## src/ext_bus_pkg.sv

```systemverilog
// Constants and types shared by the external memory bus sequencer
package ext_bus_pkg;
  // Register indexes; byte address is four times the index
  localparam logic [7:0] CLOCK_CONTROL_IDX = 8'h8E;
  localparam logic [7:0] BUS_ACCESS_CONTROL_IDX = 8'h9D;
  localparam logic [7:0] TIMED_UNLOCK_IDX = 8'hC7;
  localparam logic [7:0] BUS_STATUS_IDX = 8'hF0;
  // Field positions
  localparam int STRETCH_LSB = 0;
  localparam int STRETCH_MSB = 2;
  localparam int PAGE_MODE_ENABLE_BIT = 7;
  localparam int PAGE_SELECT_HIGH_BIT = 6;
  localparam int PAGE_SELECT_LOW_BIT = 5;
  localparam int ALE_INTERNAL_BIT = 4;
  // Reset values
  localparam logic [7:0] CLOCK_CONTROL_RST = 8'h01;
  localparam logic [7:0] BUS_ACCESS_CONTROL_RST = 8'h00;
  // Timed-access keys
  localparam logic [7:0] UNLOCK_KEY_FIRST = 8'hAA;
  localparam logic [7:0] UNLOCK_KEY_SECOND = 8'h55;
  // Page select codes
  localparam logic [1:0] PAGE_SEL_SPLIT = 2'h3;
  localparam logic [1:0] PAGE_SEL_ONE = 2'h0;
  // Timing counts in system clocks
  localparam logic [5:0] BASIC_CYCLE_CLKS = 6'h04;
  localparam logic [5:0] STRETCH_CYCLE_CLKS = 6'h04;
  localparam logic [5:0] DATA_BASE_CLKS = 6'h08;
  localparam logic [5:0] INTERNAL_CYCLE_CLKS = 6'h01;

  typedef struct packed {
    logic code;
    logic internal;
    logic write;
    logic [15:0] addr;
    logic [7:0] wdata;
  } mem_req_t;

  typedef struct packed {
    logic [5:0] ale;
    logic [5:0] setup;
    logic [5:0] strobe;
    logic [5:0] hold;
  } phase_len_t;

  typedef struct packed {
    logic ale;
    logic program_store_strobe_n;
    logic rd_n;
    logic wr_n;
    logic [7:0] p0_out;
    logic p0_oe;
    logic [7:0] p2_out;
    logic p2_oe;
  } bus_pins_t;

  typedef enum logic [2:0] {
    ST_IDLE = 3'b000,
    ST_ALE = 3'b001,
    ST_SETUP = 3'b010,
    ST_STROBE = 3'b011,
    ST_HOLD = 3'b100
  } bus_state_t;

  typedef enum logic [1:0] {
    UL_LOCKED = 2'b00,
    UL_HALF = 2'b01,
    UL_OPEN = 2'b10
  } unlock_state_t;
endpackage

```

## src/ext_bus_seq.sv

```systemverilog
// External memory bus sequencer with its control registers
// Overview of operation
// - Non-page external fetch 4 clocks, internal 1
// - No ALE on internal fetch unless option
// - ALE on external code fetches except page hits
// - Program store strobe only on external fetches
// - Non-page basic data cycle is four clocks
// - Stretch from clock_control bits 2:0, writable anytime
// - Each stretch cycle is four clocks
// - Stretch 000: data move takes two cycles
// - Codes 1-3 add cycles; first adds setup/hold
// - Codes 4-7: 7-10 cycles, wider ALE/setup/hold/strobe
// - Strobe width 2, 4, then 4 per step
// - Stretch field resets to one
// - Page enable bit 7 selects page mode
// - Select 00/01/10: hit 1/2/4, miss double
// - Select 11: fetch 2/4, data always 4
// - Access control writable only after timed unlock
// - Miss when high address byte changes
// - Page hit: no ALE, low byte on port 2 (select 11: port 0)
//
// The Avalon-MM slave port is this design's own decision.
`timescale 1ns/1ns
module ext_bus_seq #(
  parameter int AV_ADDR_W = 10
) (
  input wire logic ref_clk, // System clock, 125 MHz
  input wire logic rst_b, // Synchronous reset, active low
  input wire logic ce, // Clock enable, freezes all state when low
  input wire logic [AV_ADDR_W-1:0] avs_address, // Avalon byte address
  input wire logic avs_read, // Avalon read
  input wire logic avs_write, // Avalon write
  input wire logic [3:0] avs_byteenable, // Avalon byte enables
  input wire logic [31:0] avs_writedata, // Avalon write data
  output logic [31:0] avs_readdata, // Avalon read data
  output logic avs_waitrequest, // Avalon wait request
  input wire logic req_valid, // Core access request
  input wire ext_bus_pkg::mem_req_t req, // Access descriptor
  output logic req_ready, // Sequencer idle, request taken
  output logic done, // Access complete pulse
  output logic [7:0] rdata, // Read or fetch data
  output ext_bus_pkg::bus_pins_t pins, // Bus pin drive
  input wire logic [7:0] p0_in, // Port 0 pin level
  input wire logic [7:0] p2_in // Port 2 pin level
);
  if (AV_ADDR_W < 10) begin : g_addr_w_check
    $error("AV_ADDR_W must be at least 10");
  end

  function automatic logic [5:0] stretch_cycles(input logic [2:0] code);
    stretch_cycles = code[2] ? {3'h0, code} + 6'h03 : {3'h0, code};
  endfunction

  function automatic logic [5:0] strobe_width(input logic [2:0] code);
    strobe_width = (code == 3'h0) ? 6'h02 : {1'b0, code, 2'b00};
  endfunction

  // Phase lengths of one access, decided once at its start
  function automatic ext_bus_pkg::phase_len_t plan(
    input ext_bus_pkg::mem_req_t r, input logic pg_en, input logic [1:0] pg_sel,
    input logic miss, input logic [2:0] code, input logic ale_opt);
    ext_bus_pkg::phase_len_t l;
    logic [5:0] hit;
    l = '0;
    hit = 6'h01 << pg_sel;
    if (r.internal) begin
      if (ale_opt) l.ale = ext_bus_pkg::INTERNAL_CYCLE_CLKS;
      else l.strobe = ext_bus_pkg::INTERNAL_CYCLE_CLKS;
    end else if (!pg_en || (pg_sel == ext_bus_pkg::PAGE_SEL_SPLIT && !r.code)) begin
      if (r.code || pg_en) begin
        l.ale = 6'h01;
        l.strobe = ext_bus_pkg::BASIC_CYCLE_CLKS >> 1;
        l.hold = 6'h01;
      end else begin
        l.strobe = strobe_width(code);
        l.ale = code[2] ? 6'h06 : 6'h02;
        l.setup = (code == 3'h0) ? 6'h02 : (code[2] ? 6'h07 : 6'h03);
        l.hold = l.setup;
      end
    end else begin
      if (pg_sel == ext_bus_pkg::PAGE_SEL_SPLIT) hit = 6'h02;
      l.setup = hit >> 2;
      l.hold = (pg_sel == ext_bus_pkg::PAGE_SEL_SPLIT) ? 6'h01 : hit >> 2;
      l.strobe = hit - l.setup - l.hold;
      if (!r.code) l.strobe = l.strobe + (stretch_cycles(code) << 2);
      if (miss) l.ale = hit;
    end
    return l;
  endfunction

  // Next phase with a nonzero length, used at start and at each phase end
  function automatic ext_bus_pkg::bus_state_t next_phase(
    input ext_bus_pkg::bus_state_t from, input ext_bus_pkg::phase_len_t l);
    if (from == ext_bus_pkg::ST_IDLE && l.ale != 6'h00) next_phase = ext_bus_pkg::ST_ALE;
    else if ((from == ext_bus_pkg::ST_IDLE || from == ext_bus_pkg::ST_ALE) && l.setup != 6'h00)
      next_phase = ext_bus_pkg::ST_SETUP;
    else if (from != ext_bus_pkg::ST_STROBE && from != ext_bus_pkg::ST_HOLD && l.strobe != 6'h00)
      next_phase = ext_bus_pkg::ST_STROBE;
    else if (from != ext_bus_pkg::ST_HOLD && l.hold != 6'h00) next_phase = ext_bus_pkg::ST_HOLD;
    else next_phase = ext_bus_pkg::ST_IDLE;
  endfunction

  function automatic logic [5:0] len_of(
    input ext_bus_pkg::bus_state_t s, input ext_bus_pkg::phase_len_t l);
    unique case (s)
      ext_bus_pkg::ST_ALE: len_of = l.ale;
      ext_bus_pkg::ST_SETUP: len_of = l.setup;
      ext_bus_pkg::ST_STROBE: len_of = l.strobe;
      ext_bus_pkg::ST_HOLD: len_of = l.hold;
      default: len_of = 6'h01;
    endcase
  endfunction

  // Registers
  logic [7:0] clock_control_reg;
  logic [7:0] bus_access_control_reg;
  ext_bus_pkg::unlock_state_t unlock_reg;
  ext_bus_pkg::unlock_state_t unlock_next;
  logic waitreq_reg;
  logic [31:0] readdata_reg;
  // Sequencer state
  ext_bus_pkg::bus_state_t state_reg;
  ext_bus_pkg::bus_state_t state_next;
  logic [5:0] cnt_reg;
  logic [5:0] cnt_next;
  ext_bus_pkg::phase_len_t len_reg;
  ext_bus_pkg::mem_req_t acc_reg;
  logic pg_en_reg;
  logic [1:0] pg_sel_reg;
  logic miss_reg;
  logic [2:0] stretch_reg;
  logic ale_opt_reg;
  logic [7:0] last_hi_reg;
  logic page_valid_reg;
  logic force_miss_reg;
  logic ready_reg;
  logic done_reg;
  logic [7:0] rdata_reg;
  ext_bus_pkg::bus_pins_t pins_reg;
  ext_bus_pkg::bus_pins_t pins_next;
  logic [7:0] p0_s1_reg;
  logic [7:0] p0_s2_reg;
  logic [7:0] p2_s1_reg;
  logic [7:0] p2_s2_reg;
  logic [1:0] cap_reg;

  // Register bus decode
  wire [7:0] reg_idx = avs_address[9:2];
  wire bus_req = avs_read || avs_write;
  wire wr_fire = avs_write && !waitreq_reg && avs_byteenable[0];
  wire [7:0] wr_byte = avs_writedata[7:0];
  wire ck_hit = reg_idx == ext_bus_pkg::CLOCK_CONTROL_IDX;
  wire ac_hit = reg_idx == ext_bus_pkg::BUS_ACCESS_CONTROL_IDX;
  wire ul_hit = reg_idx == ext_bus_pkg::TIMED_UNLOCK_IDX;
  wire st_hit = reg_idx == ext_bus_pkg::BUS_STATUS_IDX;
  wire ac_write = wr_fire && ac_hit && unlock_reg == ext_bus_pkg::UL_OPEN;
  wire [31:0] status_word = {16'h0000, last_hi_reg, 4'h0, unlock_reg == ext_bus_pkg::UL_OPEN,
    miss_reg, page_valid_reg, state_reg != ext_bus_pkg::ST_IDLE};
  wire [31:0] rd_value = ck_hit ? {24'h000000, clock_control_reg} :
    ac_hit ? {24'h000000, bus_access_control_reg} : st_hit ? status_word : 32'h00000000;

  // Any write other than the key sequence relocks the access control register
  always_comb begin
    unlock_next = ext_bus_pkg::UL_LOCKED;
    if (ul_hit && wr_byte == ext_bus_pkg::UNLOCK_KEY_FIRST) unlock_next = ext_bus_pkg::UL_HALF;
    else if (ul_hit && wr_byte == ext_bus_pkg::UNLOCK_KEY_SECOND && unlock_reg == ext_bus_pkg::UL_HALF)
      unlock_next = ext_bus_pkg::UL_OPEN;
  end

  always_ff @(posedge ref_clk) begin
    if (!rst_b) begin
      clock_control_reg <= ext_bus_pkg::CLOCK_CONTROL_RST;
      bus_access_control_reg <= ext_bus_pkg::BUS_ACCESS_CONTROL_RST;
      unlock_reg <= ext_bus_pkg::UL_LOCKED;
      waitreq_reg <= 1'b1;
      readdata_reg <= 32'h00000000;
    end else if (ce) begin
      waitreq_reg <= !(bus_req && waitreq_reg);
      if (bus_req && waitreq_reg) readdata_reg <= avs_read ? rd_value : 32'h00000000;
      if (wr_fire && ck_hit) clock_control_reg <= wr_byte;
      if (ac_write) bus_access_control_reg <= wr_byte;
      if (wr_fire) unlock_reg <= unlock_next;
    end
  end

  // Live settings; sampled only when an access starts
  wire live_pg_en = bus_access_control_reg[ext_bus_pkg::PAGE_MODE_ENABLE_BIT];
  wire [1:0] live_pg_sel = {bus_access_control_reg[ext_bus_pkg::PAGE_SELECT_HIGH_BIT],
    bus_access_control_reg[ext_bus_pkg::PAGE_SELECT_LOW_BIT]};
  wire live_ale_opt = bus_access_control_reg[ext_bus_pkg::ALE_INTERNAL_BIT];
  wire [2:0] live_stretch = clock_control_reg[ext_bus_pkg::STRETCH_MSB:ext_bus_pkg::STRETCH_LSB];
  wire fast_page = live_pg_sel == ext_bus_pkg::PAGE_SEL_ONE;
  wire live_miss = !page_valid_reg || req.addr[15:8] != last_hi_reg || force_miss_reg
    || (fast_page && !req.code);
  wire accept = req_valid && ready_reg;
  ext_bus_pkg::phase_len_t plan_now;
  assign plan_now = plan(req, live_pg_en, live_pg_sel, live_miss, live_stretch, live_ale_opt);
  wire phase_end = state_reg != ext_bus_pkg::ST_IDLE && cnt_reg == 6'h00;
  wire last_edge = phase_end && state_next == ext_bus_pkg::ST_IDLE;
  ext_bus_pkg::phase_len_t len_sel;
  assign len_sel = accept ? plan_now : len_reg;
  assign state_next = accept ? next_phase(ext_bus_pkg::ST_IDLE, plan_now) :
    phase_end ? next_phase(state_reg, len_reg) : state_reg;
  assign cnt_next = (accept || phase_end) ? len_of(state_next, len_sel) - 6'h01 : cnt_reg - 6'h01;

  always_ff @(posedge ref_clk) begin
    if (!rst_b) begin
      state_reg <= ext_bus_pkg::ST_IDLE;
      cnt_reg <= 6'h00;
      len_reg <= '0;
      acc_reg <= '0;
      pg_en_reg <= 1'b0;
      pg_sel_reg <= 2'h0;
      miss_reg <= 1'b0;
      stretch_reg <= 3'h0;
      ale_opt_reg <= 1'b0;
      ready_reg <= 1'b0;
      done_reg <= 1'b0;
    end else if (ce) begin
      state_reg <= state_next;
      cnt_reg <= cnt_next;
      ready_reg <= state_next == ext_bus_pkg::ST_IDLE && !accept;
      done_reg <= last_edge;
      if (accept) begin
        len_reg <= plan_now;
        acc_reg <= req;
        pg_en_reg <= live_pg_en;
        pg_sel_reg <= live_pg_sel;
        miss_reg <= live_miss;
        stretch_reg <= live_stretch;
        ale_opt_reg <= live_ale_opt;
      end
    end
  end

  // Page tracking; an access control write forces the next access to miss
  always_ff @(posedge ref_clk) begin
    if (!rst_b) begin
      last_hi_reg <= 8'h00;
      page_valid_reg <= 1'b0;
      force_miss_reg <= 1'b0;
    end else if (ce) begin
      if (ac_write) page_valid_reg <= 1'b0;
      else if (accept && !req.internal && live_pg_en && plan_now.ale != 6'h00) begin
        last_hi_reg <= req.addr[15:8];
        page_valid_reg <= 1'b1;
      end
      if (accept && !req.internal) force_miss_reg <= fast_page && !req.code;
    end
  end

  // Pin drive for the current phase
  wire busy_ext = state_reg != ext_bus_pkg::ST_IDLE && !acc_reg.internal;
  wire split_bus = pg_en_reg && pg_sel_reg == ext_bus_pkg::PAGE_SEL_SPLIT;
  wire in_ale = state_reg == ext_bus_pkg::ST_ALE;
  wire strobing = busy_ext && state_reg == ext_bus_pkg::ST_STROBE;
  wire drive_data = busy_ext && acc_reg.write && !acc_reg.code && !in_ale;
  always_comb begin
    pins_next.ale = in_ale;
    pins_next.program_store_strobe_n = !(strobing && acc_reg.code);
    pins_next.rd_n = !(strobing && !acc_reg.code && !acc_reg.write);
    pins_next.wr_n = !(strobing && !acc_reg.code && acc_reg.write);
    pins_next.p0_out = 8'h00;
    pins_next.p0_oe = 1'b0;
    pins_next.p2_out = 8'h00;
    pins_next.p2_oe = 1'b0;
    if (busy_ext && split_bus) begin
      pins_next.p0_out = acc_reg.addr[7:0];
      pins_next.p0_oe = 1'b1;
      pins_next.p2_out = in_ale ? acc_reg.addr[15:8] : acc_reg.wdata;
      pins_next.p2_oe = in_ale || drive_data;
    end else if (busy_ext && pg_en_reg) begin
      pins_next.p2_out = in_ale ? acc_reg.addr[15:8] : acc_reg.addr[7:0];
      pins_next.p2_oe = 1'b1;
      pins_next.p0_out = acc_reg.wdata;
      pins_next.p0_oe = drive_data;
    end else if (busy_ext) begin
      pins_next.p2_out = acc_reg.addr[15:8];
      pins_next.p2_oe = 1'b1;
      pins_next.p0_out = in_ale ? acc_reg.addr[7:0] : acc_reg.wdata;
      pins_next.p0_oe = in_ale || drive_data;
    end
  end

  // Pin inputs cross in through two flops, so read data lands after done only when the hold phase is under three clocks
  wire [7:0] bus_data_in = split_bus ? p2_s2_reg : p0_s2_reg;
  always_ff @(posedge ref_clk) begin
    if (!rst_b) begin
      pins_reg <= '{ale: 1'b0, program_store_strobe_n: 1'b1, rd_n: 1'b1, wr_n: 1'b1, p0_out: 8'h00,
        p0_oe: 1'b0, p2_out: 8'h00, p2_oe: 1'b0};
      p0_s1_reg <= 8'h00;
      p0_s2_reg <= 8'h00;
      p2_s1_reg <= 8'h00;
      p2_s2_reg <= 8'h00;
      cap_reg <= 2'b00;
      rdata_reg <= 8'h00;
    end else if (ce) begin
      pins_reg <= pins_next;
      p0_s1_reg <= p0_in;
      p0_s2_reg <= p0_s1_reg;
      p2_s1_reg <= p2_in;
      p2_s2_reg <= p2_s1_reg;
      cap_reg <= {cap_reg[0], !pins_reg.program_store_strobe_n || !pins_reg.rd_n};
      if (cap_reg[1]) rdata_reg <= bus_data_in;
    end
  end

  assign avs_readdata = readdata_reg;
  assign avs_waitrequest = waitreq_reg;
  assign req_ready = ready_reg;
  assign done = done_reg;
  assign rdata = rdata_reg;
  assign pins = pins_reg;

  // Helper counters for checks only
  logic [5:0] cyc_reg;
  logic [5:0] strb_reg;
  always_ff @(posedge ref_clk) begin
    if (!rst_b) begin
      cyc_reg <= 6'h00;
      strb_reg <= 6'h00;
    end else if (ce) begin
      cyc_reg <= accept ? 6'h01 : cyc_reg + 6'h01;
      strb_reg <= (!pins_reg.rd_n || !pins_reg.wr_n) ? strb_reg + 6'h01 : 6'h00;
    end
  end

  chk_fetch_four: assert property (@(posedge ref_clk) disable iff (!rst_b)
    ce && last_edge && !pg_en_reg && acc_reg.code && !acc_reg.internal
      |-> cyc_reg == ext_bus_pkg::BASIC_CYCLE_CLKS)
    else $error("external fetch not four clocks");
  chk_internal_one: assert property (@(posedge ref_clk) disable iff (!rst_b)
    ce && accept && req.internal |=> ##[0:8] (ce && done_reg) ##0 $past(cyc_reg) == 6'h01)
    else $error("internal fetch not one clock");
  chk_data_stretch: assert property (@(posedge ref_clk) disable iff (!rst_b)
    ce && last_edge && !pg_en_reg && !acc_reg.code && !acc_reg.internal
      |-> cyc_reg == ext_bus_pkg::DATA_BASE_CLKS + (stretch_cycles(stretch_reg) << 2))
    else $error("data access length wrong for stretch code");
  chk_strobe_width: assert property (@(posedge ref_clk) disable iff (!rst_b)
    pins_reg.rd_n && pins_reg.wr_n && strb_reg != 6'h00 && !$past(pg_en_reg)
      |-> strb_reg == strobe_width($past(stretch_reg)))
    else $error("strobe width wrong");
  chk_stretch_reset: assert property (@(posedge ref_clk)
    $past(!rst_b) && rst_b |-> clock_control_reg[2:0] == 3'h1)
    else $error("stretch field not one after reset");
  chk_bus_access_control_locked: assert property (@(posedge ref_clk) disable iff (!rst_b)
    $changed(bus_access_control_reg) |-> $past(unlock_reg) == ext_bus_pkg::UL_OPEN)
    else $error("access control written while locked");
  chk_program_store_strobe_internal: assert property (@(posedge ref_clk) disable iff (!rst_b)
    !pins_reg.program_store_strobe_n |-> $past(busy_ext && acc_reg.code))
    else $error("program strobe outside external fetch");
  chk_ale_internal: assert property (@(posedge ref_clk) disable iff (!rst_b)
    in_ale && acc_reg.internal |-> ale_opt_reg)
    else $error("address strobe on internal fetch");
  chk_ale_fetch: assert property (@(posedge ref_clk) disable iff (!rst_b)
    ce && accept && req.code && !req.internal && !live_pg_en |=> in_ale)
    else $error("no address strobe on external fetch");
  chk_hit_no_ale: assert property (@(posedge ref_clk) disable iff (!rst_b)
    busy_ext && pg_en_reg && !miss_reg && !(split_bus && !acc_reg.code) |-> !in_ale)
    else $error("address strobe on page hit");
  chk_page_len: assert property (@(posedge ref_clk) disable iff (!rst_b)
    ce && last_edge && pg_en_reg && !split_bus && acc_reg.code
      |-> cyc_reg == ((6'h01 << pg_sel_reg) << miss_reg))
    else $error("page cycle length wrong");
  chk_split_data: assert property (@(posedge ref_clk) disable iff (!rst_b)
    ce && last_edge && split_bus && !acc_reg.code && !acc_reg.internal |-> cyc_reg == 6'h04)
    else $error("split bus data access not four clocks");
  chk_settings_hold: assert property (@(posedge ref_clk) disable iff (!rst_b)
    ce && busy_ext && !accept |=> $stable(stretch_reg) && $stable(pg_en_reg) && $stable(pg_sel_reg))
    else $error("settings changed mid access");
endmodule // ext_bus_seq

```

## config.mk

```make
export PLATFORM = sky130hd
export DESIGN_NAME = ext_bus_seq
export DESIGN_NICKNAME = d
export VERILOG_FILES = /design/src/ext_bus_pkg.sv /design/src/ext_bus_seq.sv
export SDC_FILE = /design/constraint.sdc
export NUM_CORES = 1
export LEC_CHECK = 0
export BUFFER_PORTS_ARGS = -buffer_cell sky130_fd_sc_hd__buf_2
export CAP_MARGIN = 30
export CORE_ASPECT_RATIO = 0.75
export CORE_MARGIN = 5
export CORE_UTILIZATION = 42
export DETAILED_ROUTE_END_ITERATION = 10
export GPL_TIMING_DRIVEN = 1
export MAX_ROUTING_LAYER = met4
export PLACE_DENSITY = 0.65
export SETUP_SLACK_MARGIN = 0.15
export SLEW_MARGIN = 10
export SYNTH_ARGS = -nofsm -noshare
export SYNTH_HDL_FRONTEND = slang
export SYNTH_SLANG_ARGS = --single-unit
```

## constraint.sdc

```tcl
create_clock -name ref_clk -period 3.75 [get_ports ref_clk]
set_clock_uncertainty 0.15 [all_clocks]
set_input_delay 0.375 -clock ref_clk [delete_from_list [all_inputs] [get_ports ref_clk]]
set_output_delay 0.375 -clock ref_clk [all_outputs]
set_load 0.01 [all_outputs]
```

==> impl_metrics.py, run 1 <==
metrics = {
    "worst_setup_path": {
        "crit_arrival_ns": 3.68,
        "worstPathCellList": "inv_2 -> ha_4 -> nor2b_4 -> or4b_4 -> o41ai_4 -> o221a_4 -> nor2_4 -> or3_4 -> a21oi_4 -> nor2_2 -> ha_2 -> nor3b_4 -> xnor2_1 -> a21oi_1",
        "cp_slowest_stage_delay_ns": 0.58,
        "critPathKind": "register to register",
        "critPathSlowestCell": "or4b_4",
        "cp_max_fo": 5,
        "crit_required_ns": 3.90,
        "crit_family": "simple AND/OR/NAND/NOR gates",
        "cp-end-kind": "register",
        "cp_num_buf_inv": 1,
        "worst_setup_path_start_kind": "register",
    },
    "power": {
        "ir_drop_mv": 0.319,
        "power-per-cell-area_mw_per_mm2": 411,
        "p_leak_nw": 4.31,
        "power_mw": 4.24,
    },
    "worst_hold_path": {
        "hp-class": "primary input to register",
    },
    "drt": {
        "num_vias": 7329,
        "viasPerCell": 5.30,
        "drc": 0,
        "ant_nets": 0,
        "drt_iter0_markers": 499,
        "routedWlPerCell_microns": 16.8,
        "drt_pass1_iterations": 6,
        "drt_wl_total_microns": 23200,
    },
    "floorplanning": {
        "die_area_sq_mm": 0.0239,
        "placementRows": 45,
        "die_w_microns": 177,
        "io_pins": 160,
        "core_sq_mm": 0.0204,
        "fp.dieH_microns": 135,
        "initial_core_util_pct": 43.0,
    },
    "yosys": {
        "yosysUniqueCellTypes": 79,
        "synthFlopType": "dfxtp_1",
        "ys_ff_latch": 175,
        "async_flop_share_pct": 0,
        "syn_area_sq_mm": 0.00876,
        "synth_edf_count": 0,
        "netlist_instances": 984,
        "synth_warnings": 0,
        "syn-mean-instance-area_sq_um": 8.90,
        "ys_seq_area_share_pct": 40.0,
    },
    "clock_network": {
        "cts-buffers-inserted": 17,
        "cts_tree": "built",
        "hold_buffers": 0,
        "htreeDepth": 4,
        "clk_latency_ns": 0.44,
        "cts.path.max_buffers": 2,
        "cts_root_buffer": "clkbuf_16",
        "clk_pin_slew_ns": 0.07,
        "cts_sinks": 175,
    },
    "final_layout": {
        "area_growth_pct": 17.8,
        "layout_commonest_cell": "dfxtp_1",
        "drive_gt1_share_pct": 20.1,
        "final_cell_mix": "dfxtp_1 (173), nand2_1 (125), buf_2 (112)",
        "fin_nets": 1191,
        "largest_reg_flops": 27,
    },
    "grt": {
        "grt_start_max_net_pins": 110,
        "grt_pass1_wl_microns": 37100,
        "grt_pass1_vias": 6941,
        "antenna_found_initial": 2,
        "grt.overflow.total": 0,
        "grtUsageTotal_pct": 19.9,
    },
    "sta": {
        "rsz0062_at_grt": "false",
        "hold_violations": 0,
        "tightest_slew_ns": 0.930,
        "fin_hold_ws_ns": 0.0359,
        "max-slew-margin-rel_pct": 38.0,
        "timing.final.crit_share_pct": 94.0,
        "period_needed_ns": 3.53,
        "setup_tns_ns": 0,
        "clock.fmax_ghz": 0.284,
        "finalSetupViolations": 0,
        "finalMaxSlewViolations": 0,
    },
    "placement": {
        "port_buffers": 114,
        "place_hpwl_microns": 16400,
        "gp_congestion": 0.917,
    },
    "outcome": {
        "status": "finished clean",
    },
    "job": {
        "maxCapViolCount": 0,
    },
}
==> cell type report <==
class	count	area [sq um]
Clock inverter	14	145
Timing Repair Buffer	146	828
Sequential cell	175	3510
Fill cell	1957	10100
Tap cell	282	353
Inverter	21	78.8
Antenna cell	2	5.00
Multi-Input combinational cell	724	4970
Clock buffer	18	429
==> metal layers <==
layer | global-route usage, % | vias to the layer above | routed length (microns)
met3 | 4.65 | 23 | 1360
met4 | 4.21 | 0 | 245
met2 | 26.9 | 216 | 9370
li1 | - | 3618 | -
met5 | - | - | 0
met1 | 29.9 | 3472 | 12200
==> timing repair <==
item                                   CTS  global route
gates resized for setup                  1            21
buffers inserted                         0             7
setup endpoints to repair                1             4
endpoints found under the hold margin    0             0
pin swaps                                0            12
==> where the power goes <==
part / internal (mW) / leakage (nW) / switching, mW
Clock: 0.942 / 0.284 / 0.824
Sequential: 1.90 / 1.42 / 0.0398
Combinational: 0.233 / 2.61 / 0.300
Total: 3.08 / 4.31 / 1.16
==> final timing paths <==
path                             start          end  slack, ns  cells past startpoint
max reg2reg  bus_access_control_reg[6]   cnt_reg[4]       0.22                     14
min reg2reg                acc_reg[23]  acc_reg[23]       0.31                      2
max          bus_access_control_reg[6]   cnt_reg[4]       0.22                     14
min                            req[12]  acc_reg[12]       0.04                      3
==> tightest hold or removal path: cells and delay by family <==
kind	cells	cell delay (ns)
buffers and inverters	1	0.09
AO/OA/AOI/OAI	1	0.06
AND/OR/NAND/NOR	1	0.04
==> kinds of logic (layout without fill, tap and decap cells) <==
| kind of cell | Yosys count | after routing | synth area share [%] |
|---|---|---|---|
| AOI/OAI and AO/OA | 218 | 218 | 18.0 |
| muxes | 93 | 93 | 10.6 |
| xor gates and xnor gates | 16 | 16 | 1.60 |
| and+or+nand+nor | 370 | 370 | 23.1 |
| other | 1 | 18 | 0.0428 |
| DFF | 175 | 175 | 40.0 |
| buffers and inverters | 100 | 199 | 5.08 |
| adders and majority gates | 11 | 11 | 1.57 |
==> through the flow <==
step	util (%)	setup WS, ns	area [sq um]	cells
2_1_floorplan	-	0.206	8840	999
3_3_place_gp	47.1	0.223	9610	1341
5_1_grt	50.6	0.113	10300	1382
3_5_place_dp	47.1	0.121	9610	1341
6_report	50.6	0.225	10300	1382
4_1_cts	50.0	0.172	10200	1373
==> Yosys cell counts, types with 2 or more instances <==
| library cell | n | share of area, % |
|---|---|---|
| o31a_1 | 2 | 0.20 |
| buf_4 | 16 | 1.4 |
| a21boi_1 | 2 | 0.17 |
| nor4_1 | 4 | 0.29 |
| and3_1 | 12 | 0.86 |
| a2bb2oi_1 | 3 | 0.30 |
| a22oi_1 | 15 | 1.3 |
| and3_2 | 2 | 0.17 |
| nor4bb_1 | 4 | 0.46 |
| and2_1 | 22 | 1.6 |
| or3_1 | 4 | 0.29 |
| o31ai_1 | 4 | 0.34 |
| a21oi_1 | 31 | 1.8 |
| o211ai_1 | 7 | 0.60 |
| dfxtp_1 | 175 | 40 |
| o211a_1 | 14 | 1.6 |
| mux2i_1 | 92 | 11 |
| a32o_1 | 3 | 0.34 |
| buf_2 | 2 | 0.11 |
| ha_1 | 11 | 1.6 |
| a311o_1 | 2 | 0.23 |
| xor2_1 | 2 | 0.20 |
| nor4_4 | 2 | 0.49 |
| nor2_1 | 31 | 1.3 |
| nor3b_1 | 2 | 0.17 |
| a21boi_0 | 43 | 3.7 |
| nand2_1 | 126 | 5.4 |
| clkbuf_1 | 59 | 2.5 |
| nor3_1 | 13 | 0.74 |
| nor4b_1 | 3 | 0.30 |
| inv_1 | 21 | 0.90 |
| a211oi_1 | 4 | 0.34 |
| o21a_1 | 5 | 0.43 |
| o22ai_1 | 13 | 0.93 |
| nor2b_1 | 92 | 6.6 |
| o21ai_0 | 38 | 2.2 |
| a31oi_1 | 7 | 0.50 |
| o311ai_0 | 2 | 0.20 |
| or2_2 | 4 | 0.29 |
| nand2b_1 | 11 | 0.79 |
| nand4_1 | 4 | 0.29 |
| xnor2_1 | 14 | 1.4 |
| a21o_1 | 4 | 0.34 |
| nand3b_1 | 10 | 0.86 |
| nand3_1 | 13 | 0.74 |
Power figures use the tool's default switching activity.
==> run 2: changes to the inputs <==
--- a/config.mk
+++ b/config.mk
@@ -7,15 +7,17 @@
 export LEC_CHECK = 0
 export BUFFER_PORTS_ARGS = -buffer_cell sky130_fd_sc_hd__buf_2
 export CAP_MARGIN = 30
+export CELL_PAD_IN_SITES_DETAIL_PLACEMENT = 0
+export CELL_PAD_IN_SITES_GLOBAL_PLACEMENT = 1
 export CORE_ASPECT_RATIO = 0.75
 export CORE_MARGIN = 5
-export CORE_UTILIZATION = 42
+export CORE_UTILIZATION = 38
 export DETAILED_ROUTE_END_ITERATION = 10
 export GPL_TIMING_DRIVEN = 1
 export MAX_ROUTING_LAYER = met4
-export PLACE_DENSITY = 0.65
+export PLACE_DENSITY_LB_ADDON = 0.1
 export SETUP_SLACK_MARGIN = 0.15
-export SLEW_MARGIN = 10
+export SLEW_MARGIN = 40
 export SYNTH_ARGS = -nofsm -noshare
 export SYNTH_HDL_FRONTEND = slang
 export SYNTH_SLANG_ARGS = --single-unit
==> impl_metrics.py, run 2 (synthesis results as in run 1) <==
metrics = {
    "clock_network": {
        "cts.path.max_buffers": 2,
        "cts_sinks": 175,
        "cts_root_buffer": "clkbuf_16",
        "hold_buffers": 0,
        "cts_tree": "built",
        "cts-buffers-inserted": 17,
        "htreeDepth": 4,
        "clk_latency_ns": 0.45,
        "clk_pin_slew_ns": 0.08,
    },
    "grt": {
        "grtUsageTotal_pct": 18.9,
        "grt_pass1_vias": 6775,
        "grt.busiest_layer": "met1",
        "grt_util_met2_pct": 25.0,
        "grt.met1_usage_pct": 29.5,
        "grt_pass1_wl_microns": 38200,
        "grt_start_max_net_pins": 105,
        "grt_use_met3_pct": 3.46,
        "grt.overflow.total": 0,
        "antenna_found_initial": 0,
    },
    "sta": {
        "hold_violations": 0,
        "fin_hold_ws_ns": 0.0189,
        "period_needed_ns": 3.53,
        "finalMaxSlewViolations": 0,
        "timing.final.crit_share_pct": 94.1,
        "rsz0062_at_grt": "false",
        "max-slew-margin-rel_pct": 53.2,
        "setup_tns_ns": 0,
        "clock.fmax_ghz": 0.283,
        "finalSetupViolations": 0,
        "tightest_slew_ns": 0.701,
    },
    "floorplanning": {
        "initial_core_util_pct": 38.3,
        "core_sq_mm": 0.0229,
        "die_w_microns": 185,
        "die_area_sq_mm": 0.0262,
        "placementRows": 48,
        "io_pins": 160,
        "fp.dieH_microns": 142,
    },
    "worst_hold_path": {
        "hp-class": "primary input to register",
    },
    "final_layout": {
        "largest_reg_flops": 27,
        "area_growth_pct": 19.5,
        "fin_nets": 1196,
        "drive_gt1_share_pct": 20.9,
        "layout_commonest_cell": "dfxtp_1",
        "num_antenna_cells": 0,
        "final_cell_mix": "dfxtp_1 (173), nand2_1 (125), buf_2 (112)",
    },
    "placement": {
        "port_buffers": 114,
        "gp_congestion": 0.851,
        "place_hpwl_microns": 16900,
    },
    "drt": {
        "drt_iter0_markers": 371,
        "ant_nets": 0,
        "drc": 0,
        "routedWlPerCell_microns": 17.1,
        "viasPerCell": 5.07,
        "drt_pass1_iterations": 5,
        "drt_wl_total_microns": 24000,
        "num_vias": 7117,
    },
    "worst_setup_path": {
        "ff2ff_setup_slack_ns": 0.22,
        "crit_arrival_ns": 3.68,
        "worst_setup_path_start_kind": "register",
        "cp-end-kind": "register",
        "cp_max_fo": 5,
        "crit_required_ns": 3.91,
        "critPathKind": "register to register",
    },
    "power": {
        "ir_drop_mv": 0.343,
        "switching_share_pct": 29.4,
        "power-per-cell-area_mw_per_mm2": 415,
        "p_leak_nw": 4.37,
        "p_switching_mw": 1.28,
        "share_seq_of_total_power_pct": 44.7,
        "p_clk_share_pct": 42.7,
        "comb_power_share_pct": 12.6,
        "p_int_mw": 3.07,
    },
    "job": {
        "maxCapViolCount": 0,
    },
    "outcome": {
        "status": "finished clean",
    },
}
==> run 2: cell count changes in the layout (fill, tap and decap cells not counted), moves of 3 or more <==
cell and delta:
buf_4 +3, clkinv_8 +7, inv_12 +3, inv_6 -3, inv_8 -3
==> run 2: area by class of cell <==
class / count / area [sq um]
fillers: 2291 / 12400
multi-input cells: 724 / 5000
flip-flops and latches: 175 / 3510
repair buffers: 151 / 882
clock buffers: 17 / 425
well taps: 300 / 375
clock inverters: 15 / 208
inverters: 21 / 78.8
==> run 2: final timing paths <==
| check | start | endpoint | depth (start not counted) |
|---|---|---|---|
| worst min-delay path | req[0] | acc_reg[0] | 3 |
| worst min register to register | acc_reg[23] | acc_reg[23] | 2 |
| worst max register to register | bus_access_control_reg[5] | cnt_reg[4] | 14 |
| worst max-delay path | bus_access_control_reg[5] | cnt_reg[4] | 14 |
==> run 2: power groups by stage <==
stage | clock (mW) | combinational (mW) | sequential, mW
after floorplan | 0 | 0.367 | 1.98
after global placement | 0 | 0.511 | 1.99
after detailed placement | 0 | 0.511 | 1.99
after CTS | 1.90 | 0.513 | 1.94
after global routing | 1.99 | 0.603 | 1.95
final | 1.85 | 0.548 | 1.94
==> run 2: layer usage <==
| layer | part of all wire (%) | up-vias |
|---|---|---|
| li1 | - | 3625 |
| met1 | 55 | 3323 |
| met2 | 40 | 151 |
| met3 | 4.1 | 18 |
| met4 | 1.0 | 0 |
| met5 | 0 | - |
==> run 2: critical path, cell delays in order (launching register included) <==
cell and delay [ns]:
dfxtp_2 0.33, inv_2 0.06, ha_4 0.15, nor2b_4 0.12, or4b_4 0.57, o41ai_4 0.41, o221a_4 0.30, a21boi_4 0.08
or3_4 0.38, a21oi_4 0.19, nor2_2 0.06, ha_2 0.19, nor3b_2 0.16, xnor2_1 0.15, a21oi_1 0.09
==> run 2: per-stage QoR <==
| stage | utilization, % | setup WS, ns | total power [mW] | instances | area, sq um |
|---|---|---|---|---|---|
| after floorplan | - | 0.206 | 2.34 | 999 | 8840 |
| after global placement | 42.2 | 0.0862 | 2.50 | 1360 | 9650 |
| after detailed placement | 42.2 | 0.0358 | 2.50 | 1360 | 9650 |
| after CTS | 45.0 | 0.178 | 4.36 | 1393 | 10300 |
| after global routing | 45.8 | 0.122 | 4.55 | 1403 | 10500 |
| final | 45.8 | 0.222 | 4.35 | 1403 | 10500 |
==> run 2: what timing repair did <==
item                                    in CTS  in global routing
resized for setup                            1                 24
endpoints found under the setup margin       2                  5
pin swaps                                    1                 17
setup buffers                                1                 10
gates cloned                                 0                  0
==> run 3: changes to the inputs <==
--- a/config.mk
+++ b/config.mk
@@ -11,7 +11,7 @@
 export CELL_PAD_IN_SITES_GLOBAL_PLACEMENT = 1
 export CORE_ASPECT_RATIO = 0.75
 export CORE_MARGIN = 5
-export CORE_UTILIZATION = 38
+export CORE_UTILIZATION = 42
 export DETAILED_ROUTE_END_ITERATION = 10
 export GPL_TIMING_DRIVEN = 1
 export MAX_ROUTING_LAYER = met4
==> constraint.sdc (replaced) <==
create_clock -name ref_clk -period 3.9 [get_ports ref_clk]
set_clock_uncertainty 0.15 [all_clocks]
set_input_delay 0.39 -clock ref_clk [delete_from_list [all_inputs] [get_ports ref_clk]]
set_output_delay 0.39 -clock ref_clk [all_outputs]
set_load 0.01 [all_outputs]
==> impl_metrics.py, run 3 (synthesis results as in run 1) <==
metrics = {
    "outcome": {
        "status": "finished clean",
    },
    "sta": {
        "timing.final.crit_share_pct": 92.0,
        "rsz0062_at_grt": "true",
        "hold_violations": 0,
        "setup_ws_ns": 0.313,
        "tightest_slew_ns": 0.715,
        "period_needed_ns": 3.59,
        "setup_tns_ns": 0,
        "finalSetupViolations": 0,
        "clock.fmax_ghz": 0.279,
        "max-slew-margin-rel_pct": 52.2,
        "finalMaxSlewViolations": 0,
    },
    "final_layout": {
        "num_antenna_cells": 0,
        "layout_commonest_cell": "dfxtp_1",
        "fin_nets": 1188,
        "layout.cells.non_filler": 1377,
        "drive_gt1_share_pct": 19.2,
        "fin_util_pct": 50.4,
        "final_cell_mix": "dfxtp_1 (174), nand2_1 (125), buf_2 (112)",
        "area_growth_pct": 17.4,
        "largest_reg_flops": 27,
    },
    "placement": {
        "gp_congestion": 0.860,
        "dp.cells": 1339,
        "port_buffers": 114,
        "pre_cts_ws_ns": 0.143,
        "place_hpwl_microns": 16200,
    },
    "grt": {
        "grt_start_max_net_pins": 137,
        "grt_pass1_wl_microns": 36200,
        "grtUsageTotal_pct": 19.5,
        "grt.overflow.total": 0,
        "grt_pass1_vias": 6566,
        "antenna_found_initial": 0,
    },
    "drt": {
        "drt_pass1_iterations": 5,
        "viasPerCell": 5.07,
        "drc": 0,
        "ant_nets": 0,
        "drt_iter0_markers": 407,
        "routedWlPerCell_microns": 16.6,
        "num_vias": 6986,
        "drt_wl_total_microns": 22900,
    },
    "floorplanning": {
        "io_pins": 160,
        "placementRows": 45,
        "die_w_microns": 177,
        "die_area_sq_mm": 0.0239,
        "core_sq_mm": 0.0204,
        "initial_core_util_pct": 43.0,
        "fp.dieH_microns": 135,
    },
    "worst_setup_path": {
        "cp_common_cell": "buf_4",
        "crit_required_ns": 4.05,
        "cp_max_fo": 7,
        "worstPathCellList": "buf_4 -> ha_1 -> nand2b_1 -> o311ai_0 -> o221a_4 -> buf_4 -> nor2_4 -> or3_4 -> a21oi_4 -> nor2_1 -> ha_2 -> nor3b_2 -> xnor2_1 -> a21oi_1",
        "crit_family": "compound AO/OA/AOI/OAI gates",
        "cp_num_buf_inv": 2,
        "critPathSlowestCell": "o311ai_0",
        "cp_slowest_stage_delay_ns": 0.61,
        "worst_setup_path_start_kind": "register",
        "cp-end-kind": "register",
        "critPathKind": "register to register",
        "crit_arrival_ns": 3.74,
    },
    "worst_hold_path": {
        "hp-class": "primary input to register",
    },
    "clock_network": {
        "cts_tree": "built",
        "clk_latency_ns": 0.44,
        "cts-buffers-inserted": 17,
        "cts_root_buffer": "clkbuf_16",
        "htreeDepth": 4,
        "clk_pin_slew_ns": 0.09,
        "cts.path.max_buffers": 2,
        "cts_sinks": 175,
    },
    "power": {
        "power-per-cell-area_mw_per_mm2": 399,
        "p_leak_nw": 4.29,
        "ir_drop_mv": 0.307,
    },
    "job": {
        "maxCapViolCount": 0,
    },
}
## run 3: changes by cell type in the layout (fill, tap and decap cells not counted), sizes merged
cell	before	now
inv	27	30
buf	151	143
clkinv	8	6
clkinvlp	1	0
## run 3: power by group
| part | leakage [nW] | total [mW] | switching [mW] | internal, mW |
|---|---|---|---|---|
| clock network | 0.296 | 1.73 | 0.856 | 0.878 |
| registers | 1.42 | 1.87 | 0.0392 | 1.83 |
| logic | 2.58 | 0.496 | 0.279 | 0.217 |
## run 3: repair_timing
item                                    4_1_cts  5_1_grt
hold buffers                                  0        0
gates resized for setup                       2       10
endpoints found under the setup margin        2        4
pin swaps                                     1        9
buffers inserted                              0        6
## run 3: worst reg2reg max path, cell delays in order, from the launching register on
cell	delay (ns)
dfxtp_2	0.33
buf_4	0.15
ha_1	0.28
nand2b_1	0.21
o311ai_0	0.61
o221a_4	0.35
buf_4	0.12
nor2_4	0.04
or3_4	0.39
a21oi_4	0.17
nor2_1	0.07
ha_2	0.20
nor3b_2	0.15
xnor2_1	0.16
a21oi_1	0.08
## run 3: final cells by class
class | instances | area (sq um)
fillers | 2043 | 10100
multi-input cells | 724 | 4930
flip-flops and latches | 175 | 3500
repair buffers | 143 | 810
clock buffers | 17 | 425
well taps | 282 | 353
clock inverters | 15 | 181
inverters | 21 | 78.8
## run 3: final timing paths
path | from | slack (ns) | endpoint | depth (start not counted)
worst max-delay path | bus_access_control_reg[5] | 0.31 | cnt_reg[4] | 14
worst max register to register | bus_access_control_reg[5] | 0.31 | cnt_reg[4] | 14
worst min register to register | acc_reg[23] | 0.31 | acc_reg[23] | 2
worst min-delay path | p2_in[3] | 0.05 | p2_s1_reg[3] | 3
## run 3: layer usage
| layer | vias up | routed length (microns) | share of wire (%) | global-route usage (%) |
|---|---|---|---|---|
| li1 | 3615 | - | - | - |
| met1 | 3211 | 12600 | 55 | 30.2 |
| met2 | 148 | 9230 | 40 | 25.9 |
| met3 | 12 | 896 | 3.9 | 3.36 |
| met4 | 0 | 145 | 0.63 | 4.68 |
| met5 | - | 0 | 0 | - |
## run 3: metrics by stage
| step | hold WS, ns | cell area, sq um | power [mW] |
|---|---|---|---|
| 3_5_place_dp | 0.306 | 9570 | 2.39 |
| 4_1_cts | 0.0398 | 10200 | 4.12 |
| 6_report | 0.0478 | 10300 | 4.10 |
| 3_3_place_gp | 0.300 | 9570 | 2.39 |
| 2_1_floorplan | 0.290 | 8820 | 2.25 |
| 5_1_grt | 0.0421 | 10300 | 4.29 |
